$ cat config.mk
export PLATFORM = sky130hd
export DESIGN_NAME = demod_control_registers
export DESIGN_NICKNAME = d
export VERILOG_FILES = /design/src/hw/offset_decode.v /design/src/hw/demod_control_registers.v
export VERILOG_INCLUDE_DIRS = /design/src /design/src/pkg
export SDC_FILE = /design/constraint.sdc
export NUM_CORES = 1
export LEC_CHECK = 0
export BUFFER_PORTS_ARGS = -buffer_cell sky130_fd_sc_hd__buf_2
export CORE_UTILIZATION = 50
export CTS_CLUSTER_DIAMETER = 150
export DETAILED_ROUTE_END_ITERATION = 12
export GPL_TIMING_DRIVEN = 1
export PLACE_DENSITY = 0.75
export REMOVE_ABC_BUFFERS = 1
export SYNTH_ARGS = -nofsm -noshare
export SYNTH_HDL_FRONTEND = slang
export SYNTH_HIERARCHICAL = 1
export SYNTH_SLANG_ARGS = --single-unit
$ cat constraint.sdc
create_clock -name clk -period 2.35 [get_ports clk]
set_input_delay 0.3525 -clock clk [delete_from_list [all_inputs] [get_ports clk]]
set_output_delay 0.3525 -clock clk [all_outputs]
set_load 0.02 [all_outputs]
$ cat src/pkg/demod_ctrl_defs.vh
`ifndef DEMOD_CTRL_DEFS_VH
`define DEMOD_CTRL_DEFS_VH
// ---------------------------------------------------------------
// Register addresses
// ---------------------------------------------------------------
`define ADDR_GENERAL_RESET     8'h1a
`define ADDR_GENERAL_CONTROL   8'h1b
`define ADDR_GAIN_DRIVE        8'h1c
`define ADDR_CHANNEL_LO        8'h1d
`define ADDR_DC_OFFSET         8'h1f
`define ADDR_INTERMOD          8'h2f
// ---------------------------------------------------------------
// Reset and forced values
// ---------------------------------------------------------------
`define REG_RESET              8'h00
`define GC_FORCED_BASE         8'h12
`define GC_DIV2_BIT            7
`define GD_GAIN_REDUCED        8'h09
`define GD_GAIN_MAX            8'h00
`define CL_FORCED              8'h0f
`define IM_FORCED              8'h00
`define OFFSET_STEP_MV         60
`endif

$ cat src/hw/offset_decode.v
// ---------------------------------------------------------------
// Sign-magnitude offset code to signed millivolts
// ---------------------------------------------------------------
module offset_decode (
  input  wire [3:0]  code,
  output reg  [9:0]  milliVolts
);
  reg [9:0] mag;
  always @* begin
    mag = 10'h000;
    mag = code[2:0] * 10'h03c;
    // Both 4'h0 and 4'h8 land at zero, negative zero is no correction
    milliVolts = code[3] ? (10'h000 - mag) : mag;
  end
endmodule // offset_decode

$ cat src/hw/demod_control_registers.v
// Function
// - Offset register: upper nibble Q dc correction, lower nibble I correction.
// - Offset codes are sign-magnitude in 60mV steps; 0000 and 1000 mean none.
// - Intermod register holds a six-bit mixer tuning field in bits 7..2.
// - General reset command clears offset and intermod registers.
// - Low bus-disable pin selects direct control; serial pins get new roles.
// - Direct reset low forces registers to zero and low-power mode.
// - Direct reset high leaves low power; divider and gain pins act.
// - Gain select high gives max gain; low loads 0,1,0,0,1.
// - Direct control: bias and receiver enable set, bit 7 is the inverted divider pin, other control bits zero.
// - Direct control: channel and reserved bits zero, LO tuning all ones.
// - Direct control: offset and intermod registers all zero.
// - Reset command and power-on reset clear everything into powersave.
// - A transaction is one address byte then zero or one data byte.
// - Serial data is sampled on the serial clock rising edge.
`include "demod_ctrl_defs.vh"
module demod_control_registers (
  input  wire        clk,
  input  wire        rst,
  input  wire        serial_disable_n,
  input  wire        serial_command_in,
  input  wire        sclk,
  input  wire        serial_select_n,
  output reg  [7:0]  generalControl_r,
  output reg  [7:0]  gainDriveControl_r,
  output reg  [7:0]  channelLoTuning_r,
  output reg  [7:0]  dcOffsetCorrection_r,
  output reg  [7:0]  intermodTuning_r,
  output reg         lowPower_r,
  output reg  [9:0]  qOffsetMv_r,
  output reg  [9:0]  iOffsetMv_r
);
  // ---------------------------------------------------------------
  // Pin synchronisers
  // ---------------------------------------------------------------
  reg [1:0] disSync_r;
  reg [1:0] dataSync_r;
  reg [1:0] clkSync_r;
  reg [1:0] selSync_r;
  reg       clkPrev_r;
  always @(posedge clk) begin
    if (rst) begin
      disSync_r  <= 2'h3;
      dataSync_r <= 2'h0;
      clkSync_r  <= 2'h0;
      selSync_r  <= 2'h3;
      clkPrev_r  <= 1'b0;
    end else begin
      disSync_r  <= {disSync_r[0], serial_disable_n};
      dataSync_r <= {dataSync_r[0], serial_command_in};
      clkSync_r  <= {clkSync_r[0], sclk};
      selSync_r  <= {selSync_r[0], serial_select_n};
      clkPrev_r  <= clkSync_r[1];
    end
  end
  wire directMode      = ~disSync_r[1];
  wire direct_reset_n  = dataSync_r[1];
  wire lo_divider_select = clkSync_r[1];
  wire gainSelect      = selSync_r[1];
  wire sclkRise        = clkSync_r[1] & ~clkPrev_r;
  wire selActive       = ~selSync_r[1];

  // ---------------------------------------------------------------
  // Serial receiver
  // ---------------------------------------------------------------
  // Limitation: sclk must be well below clk/4 since it is oversampled
  reg [7:0] shift_r;
  reg [2:0] bitCnt_r;
  reg       haveAddr_r;
  reg       dataDone_r;
  reg [7:0] addr_r;
  reg       byteDone_r;
  always @(posedge clk) begin
    if (rst || !selActive || directMode) begin
      bitCnt_r   <= 3'h0;
      haveAddr_r <= 1'b0;
      dataDone_r <= 1'b0;
      byteDone_r <= 1'b0;
      shift_r    <= 8'h00;
      addr_r     <= 8'h00;
    end else begin
      byteDone_r <= 1'b0;
      if (sclkRise && !dataDone_r) begin
        shift_r  <= {shift_r[6:0], dataSync_r[1]};
        bitCnt_r <= bitCnt_r + 3'h1;
        if (bitCnt_r == 3'h7) begin
          byteDone_r <= 1'b1;
        end
      end
      if (byteDone_r) begin
        if (!haveAddr_r) begin
          addr_r     <= shift_r;
          haveAddr_r <= 1'b1;
        end else begin
          dataDone_r <= 1'b1;
        end
      end
    end
  end
  wire addrStrobe = byteDone_r & ~haveAddr_r & ~directMode;
  wire dataStrobe = byteDone_r & haveAddr_r & ~dataDone_r & ~directMode;
  wire genReset   = addrStrobe && (shift_r == `ADDR_GENERAL_RESET);

  // ---------------------------------------------------------------
  // Register file
  // ---------------------------------------------------------------
  reg [7:0] gcNxt;
  reg [7:0] gdNxt;
  always @* begin
    gcNxt = `GC_FORCED_BASE;
    gcNxt[`GC_DIV2_BIT] = ~lo_divider_select;
    gdNxt = gainSelect ? `GD_GAIN_MAX : `GD_GAIN_REDUCED;
  end
  always @(posedge clk) begin
    if (rst || genReset) begin
      generalControl_r     <= `REG_RESET;
      gainDriveControl_r   <= `REG_RESET;
      channelLoTuning_r    <= `REG_RESET;
      dcOffsetCorrection_r <= `REG_RESET;
      intermodTuning_r     <= `REG_RESET;
      lowPower_r           <= 1'b1;
    end else if (directMode) begin
      if (!direct_reset_n) begin
        generalControl_r     <= `REG_RESET;
        gainDriveControl_r   <= `REG_RESET;
        channelLoTuning_r    <= `REG_RESET;
        dcOffsetCorrection_r <= `REG_RESET;
        intermodTuning_r     <= `REG_RESET;
        lowPower_r           <= 1'b1;
      end else begin
        generalControl_r     <= gcNxt;
        gainDriveControl_r   <= gdNxt;
        channelLoTuning_r    <= `CL_FORCED;
        dcOffsetCorrection_r <= `REG_RESET;
        intermodTuning_r     <= `IM_FORCED;
        lowPower_r           <= 1'b0;
      end
    end else if (dataStrobe) begin
      case (addr_r)
        `ADDR_GENERAL_CONTROL: begin
          generalControl_r <= shift_r;
          lowPower_r       <= 1'b0;
        end
        `ADDR_GAIN_DRIVE:  gainDriveControl_r   <= shift_r;
        `ADDR_CHANNEL_LO:  channelLoTuning_r    <= shift_r;
        `ADDR_DC_OFFSET:   dcOffsetCorrection_r <= shift_r;
        `ADDR_INTERMOD:    intermodTuning_r     <= shift_r;
        default: ;
      endcase
    end
  end

  // ---------------------------------------------------------------
  // Offset decode
  // ---------------------------------------------------------------
  wire [9:0] qMv;
  wire [9:0] iMv;
  offset_decode qDec (
    .code       (dcOffsetCorrection_r[7:4]),
    .milliVolts (qMv)
  );
  offset_decode iDec (
    .code       (dcOffsetCorrection_r[3:0]),
    .milliVolts (iMv)
  );
  always @(posedge clk) begin
    if (rst) begin
      qOffsetMv_r <= 10'h000;
      iOffsetMv_r <= 10'h000;
    end else begin
      qOffsetMv_r <= qMv;
      iOffsetMv_r <= iMv;
    end
  end
endmodule // demod_control_registers

==> out/qor.csv <==
stage;metric;value;unit
outcome;run_status;finished, violations left;
outcome;violations;negative setup slack;
grt;grt_pass1_vias;2891;
floorplan;io_pins;67;
detailed_routing;totalWireLength;8.17;mm
power;clockPowerShare;38.0;%
grt;grt_pass1_wl;13.7;mm
grt;grt_max_degree;30;
clock_tree;cts_sinks;92;
setup_path;r2r_start;dcOffsetCorrection_r[2];
setup_path;reg2reg_to;iOffsetMv_r[9];
min_path;worst_hold_path_type;in2reg;
synthesis;syn_area_per_cell;9.85;um2
sta;holdWs;0.178;ns
setup_path;r2r_slack;-0.12;ns
sta;clock_skew;0.00868;ns
clock_tree;clk_pin_slew;0.08;ns
finish;syn2layout_area_growth;20.0;%
setup_path;worstSetupPathType;reg2reg;
synthesis;async_flop_share;0;%
setup_path;cp.required;2.59;ns
sta;slew_viol_final;0;
sta;hold_viol;0;
clock_tree;cts_buffers;9;
setup_path;cp_cell_sequence;fa_1, ha_2, fa_2, nor2_4, buf_4, nand3_2, o31a_1, nor2b_1;
power;internal_power;2.12;mW
finish;final_nets;517;
power;combPwrFrac;3.4;%
clock_tree;cts_max_level;3;
flow_run;drv_cap;0;
finish;multi_input_area;2020;um2
synthesis;synth_warnings;6;
power;powerDensity;563;nW/um2
setup_path;worstSetupEndpointType;flop;
placement;io_buffers;66;
detailed_routing;vias;3015;
synthesis;synth_seq_cells;92;
sta;rsz0062_at_grt;true;
placement;globalplace.congestion;0.821;
sta;period_share;105;%
finish;final_common_cell;dfxtp_1;
setup_path;cp-start-kind;flop;
finish;layout-drive-gt1-share;29.0;%
synthesis;syn_inst;407;
power;power_frac_seq;58.7;%
setup_path;startpoint;dcOffsetCorrection_r[2];
sta;finalSetupViolations;3;
power;power.leakage;2.44;nW
sta;worstMarginPinSlew;0.685;ns
setup_path;path_max_fanout;3;
placement;post-place-ws;-0.141;ns
setup_path;cp_slowest_cell;fa_1;
clock_tree;clock_latency;0.35;ns
sta;fmax;0.405;GHz
finish;layout_common_cells;dfxtp_1, buf_2, nand2_1, nor2_1, mux2i_1;
synthesis;yosysUniqueCellTypes;47;
grt;overflow;0;
floorplan;die_x;91.5;um
floorplan;start_util;51.9;%
detailed_routing;drt-initial-drc-count;79;
setup_path;endpoint;iOffsetMv_r[9];
floorplan;core_area;7730;um2
power;netSwitchingFraction;21.6;%
clock_tree;cts_root_buffer;clkbuf_8;
detailed_routing;route.detailed.drc;0;
synthesis;synth-edff-count;0;
sta;fin_ws;-0.121;ns
finish;diodes;0;
detailed_routing;via_per_inst;5.07;
setup_path;slowest_delay;0.58;ns
setup_path;reg2regPathDepth;8;
grt;grt_usage;20.7;%
detailed_routing;wl_per_cell;13.7;um
clock_tree;cts_tree;yes;
detailed_routing;dr.pass1.iters;4;
setup_path;arrival;2.71;ns
sta;max_slew_margin;54.2;%
clock_tree;cts_buffer_depth;2;
power;vdd_ir_drop_max;0.428;mV
synthesis;yosysSeqAreaShare;46.0;%
synthesis;synth_area;4010;um2
detailed_routing;ant_nets;0;
floorplan;row_count;32;
floorplan;die_area;8380;um2
finish;regArea;1840;um2
synthesis;ys.flop_type;dfxtp_1;
power;p_sw;0.586;mW
finish;num-fill-cells;662;
sta;fin_crit;2.47;ns
placement;hpwl;5.77;mm
grt;antenna_found_initial;0;
floorplan;die_h;91.5;um
-- power groups by stage --
stage	Combinational (mW)	Clock (mW)	Sequential (mW)
floorplan	0.0362	0	1.64
global placement	0.0904	0	1.63
detailed placement	0.0921	0	1.63
CTS	0.0923	1.05	1.59
global route	0.102	1.11	1.59
finish	0.0913	1.03	1.59
-- layout make-up --
type                            count  share of cell area (%)
Clock inverter                      4                    1.04
Sequential cell                    92                    38.3
Inverter                            8                   0.624
Clock buffer                       11                    2.94
Timing Repair Buffer              100                    12.4
Multi-Input combinational cell    278                    42.0
Tap cell                          102                    2.65
-- state kept, by name, indices dropped and copies added (netlist names), 3 cells and up --
name and cells:
addr_r 8, bitCnt_r 3, channelLoTuning_r 8, dcOffsetCorrection_r 8, gainDriveControl_r 8, generalControl_r 8, iOffsetMv_r 10, intermodTuning_r 8
qOffsetMv_r 10, shift_r 8
-- cell families after synthesis --
kind of cell / after synthesis / share of synthesized area, %
buffers and inverters: 39 / 4.75
AND/OR/NAND/NOR: 151 / 19.3
AO/OA/AOI/OAI: 46 / 8.21
adder cells (fa/ha/maj): 22 / 7.99
XOR/XNOR: 17 / 4.09
flip-flops: 92 / 46.0
multiplexers: 38 / 9.49
other: 2 / 0.187
-- routing by layer --
metal	vias up	routed length [um]	track usage, %
met4	0	111	6.48
met2	64	4040	36.0
met1	1425	3620	24.8
li1	1512	-	-
met5	-	0	0
met3	14	394	5.44
-- critical path: cells and delay by family, from the launching register on --
kind                     cells  cell delay, ns
buffers and inverters        1            0.12
AND/OR/NAND/NOR              3            0.34
flip-flops                   1            0.33
adder cells (fa/ha/maj)      3            1.26
AO/OA/AOI/OAI                1            0.30
-- cells in the mapped netlist, types with 3 or more instances --
| cell type | count | area share [%] |
|---|---|---|
| dfxtp_1 | 92 | 46 |
| nand2_1 | 46 | 4.3 |
| nor2_1 | 45 | 4.2 |
| mux2i_1 | 38 | 9.5 |
| nor2b_1 | 27 | 4.2 |
| a21oi_1 | 26 | 3.2 |
| ha_1 | 16 | 5.0 |
| clkbuf_1 | 13 | 1.2 |
| xnor2_1 | 11 | 2.4 |
| inv_1 | 8 | 0.75 |
| buf_2 | 7 | 0.87 |
| buf_4 | 7 | 1.3 |
| fa_1 | 6 | 3.0 |
| nand3_1 | 5 | 0.62 |
| or2_2 | 4 | 0.62 |
| xor2_1 | 4 | 0.87 |
| nand2b_1 | 3 | 0.47 |
| nand3b_1 | 3 | 0.56 |
| nand4_1 | 3 | 0.47 |
| nand4_2 | 3 | 0.94 |
-- worst min-delay path by stage --
| stage | start | endpoint | slack (ns) | cells past startpoint |
|---|---|---|---|---|
| after global routing | serial_select_n | selSync_r[0] | 0.17 | 2 |
| after global placement | selSync_r[0] | selSync_r[1] | 0.40 | 1 |
| final | serial_select_n | selSync_r[0] | 0.18 | 2 |
| after floorplan | disSync_r[0] | disSync_r[1] | 0.39 | 1 |
| after detailed placement | selSync_r[0] | selSync_r[1] | 0.40 | 1 |
| after CTS | serial_disable_n | disSync_r[0] | 0.17 | 2 |
-- per-stage QoR --
stage               power, mW  utilization, %  instance area [um2]  TNS, ns  instances
floorplan                1.67               -                 3850    -1.80        378
global placement         1.72            58.9                 4550   -0.142        576
detailed placement       1.72            58.9                 4550   -0.443        576
CTS                      2.73            61.8                 4780   -0.151        593
global route             2.80            62.2                 4810   -0.878        595
finish                   2.71            62.2                 4810   -0.309        595
-- what timing repair did --
item	in CTS	in global routing
setup buffers	2	2
endpoints found under the setup margin	6	8
gates resized for setup	8	4
hold buffers	0	0
pin swaps	4	4
Note: power is estimated with default switching activity, not from simulation.
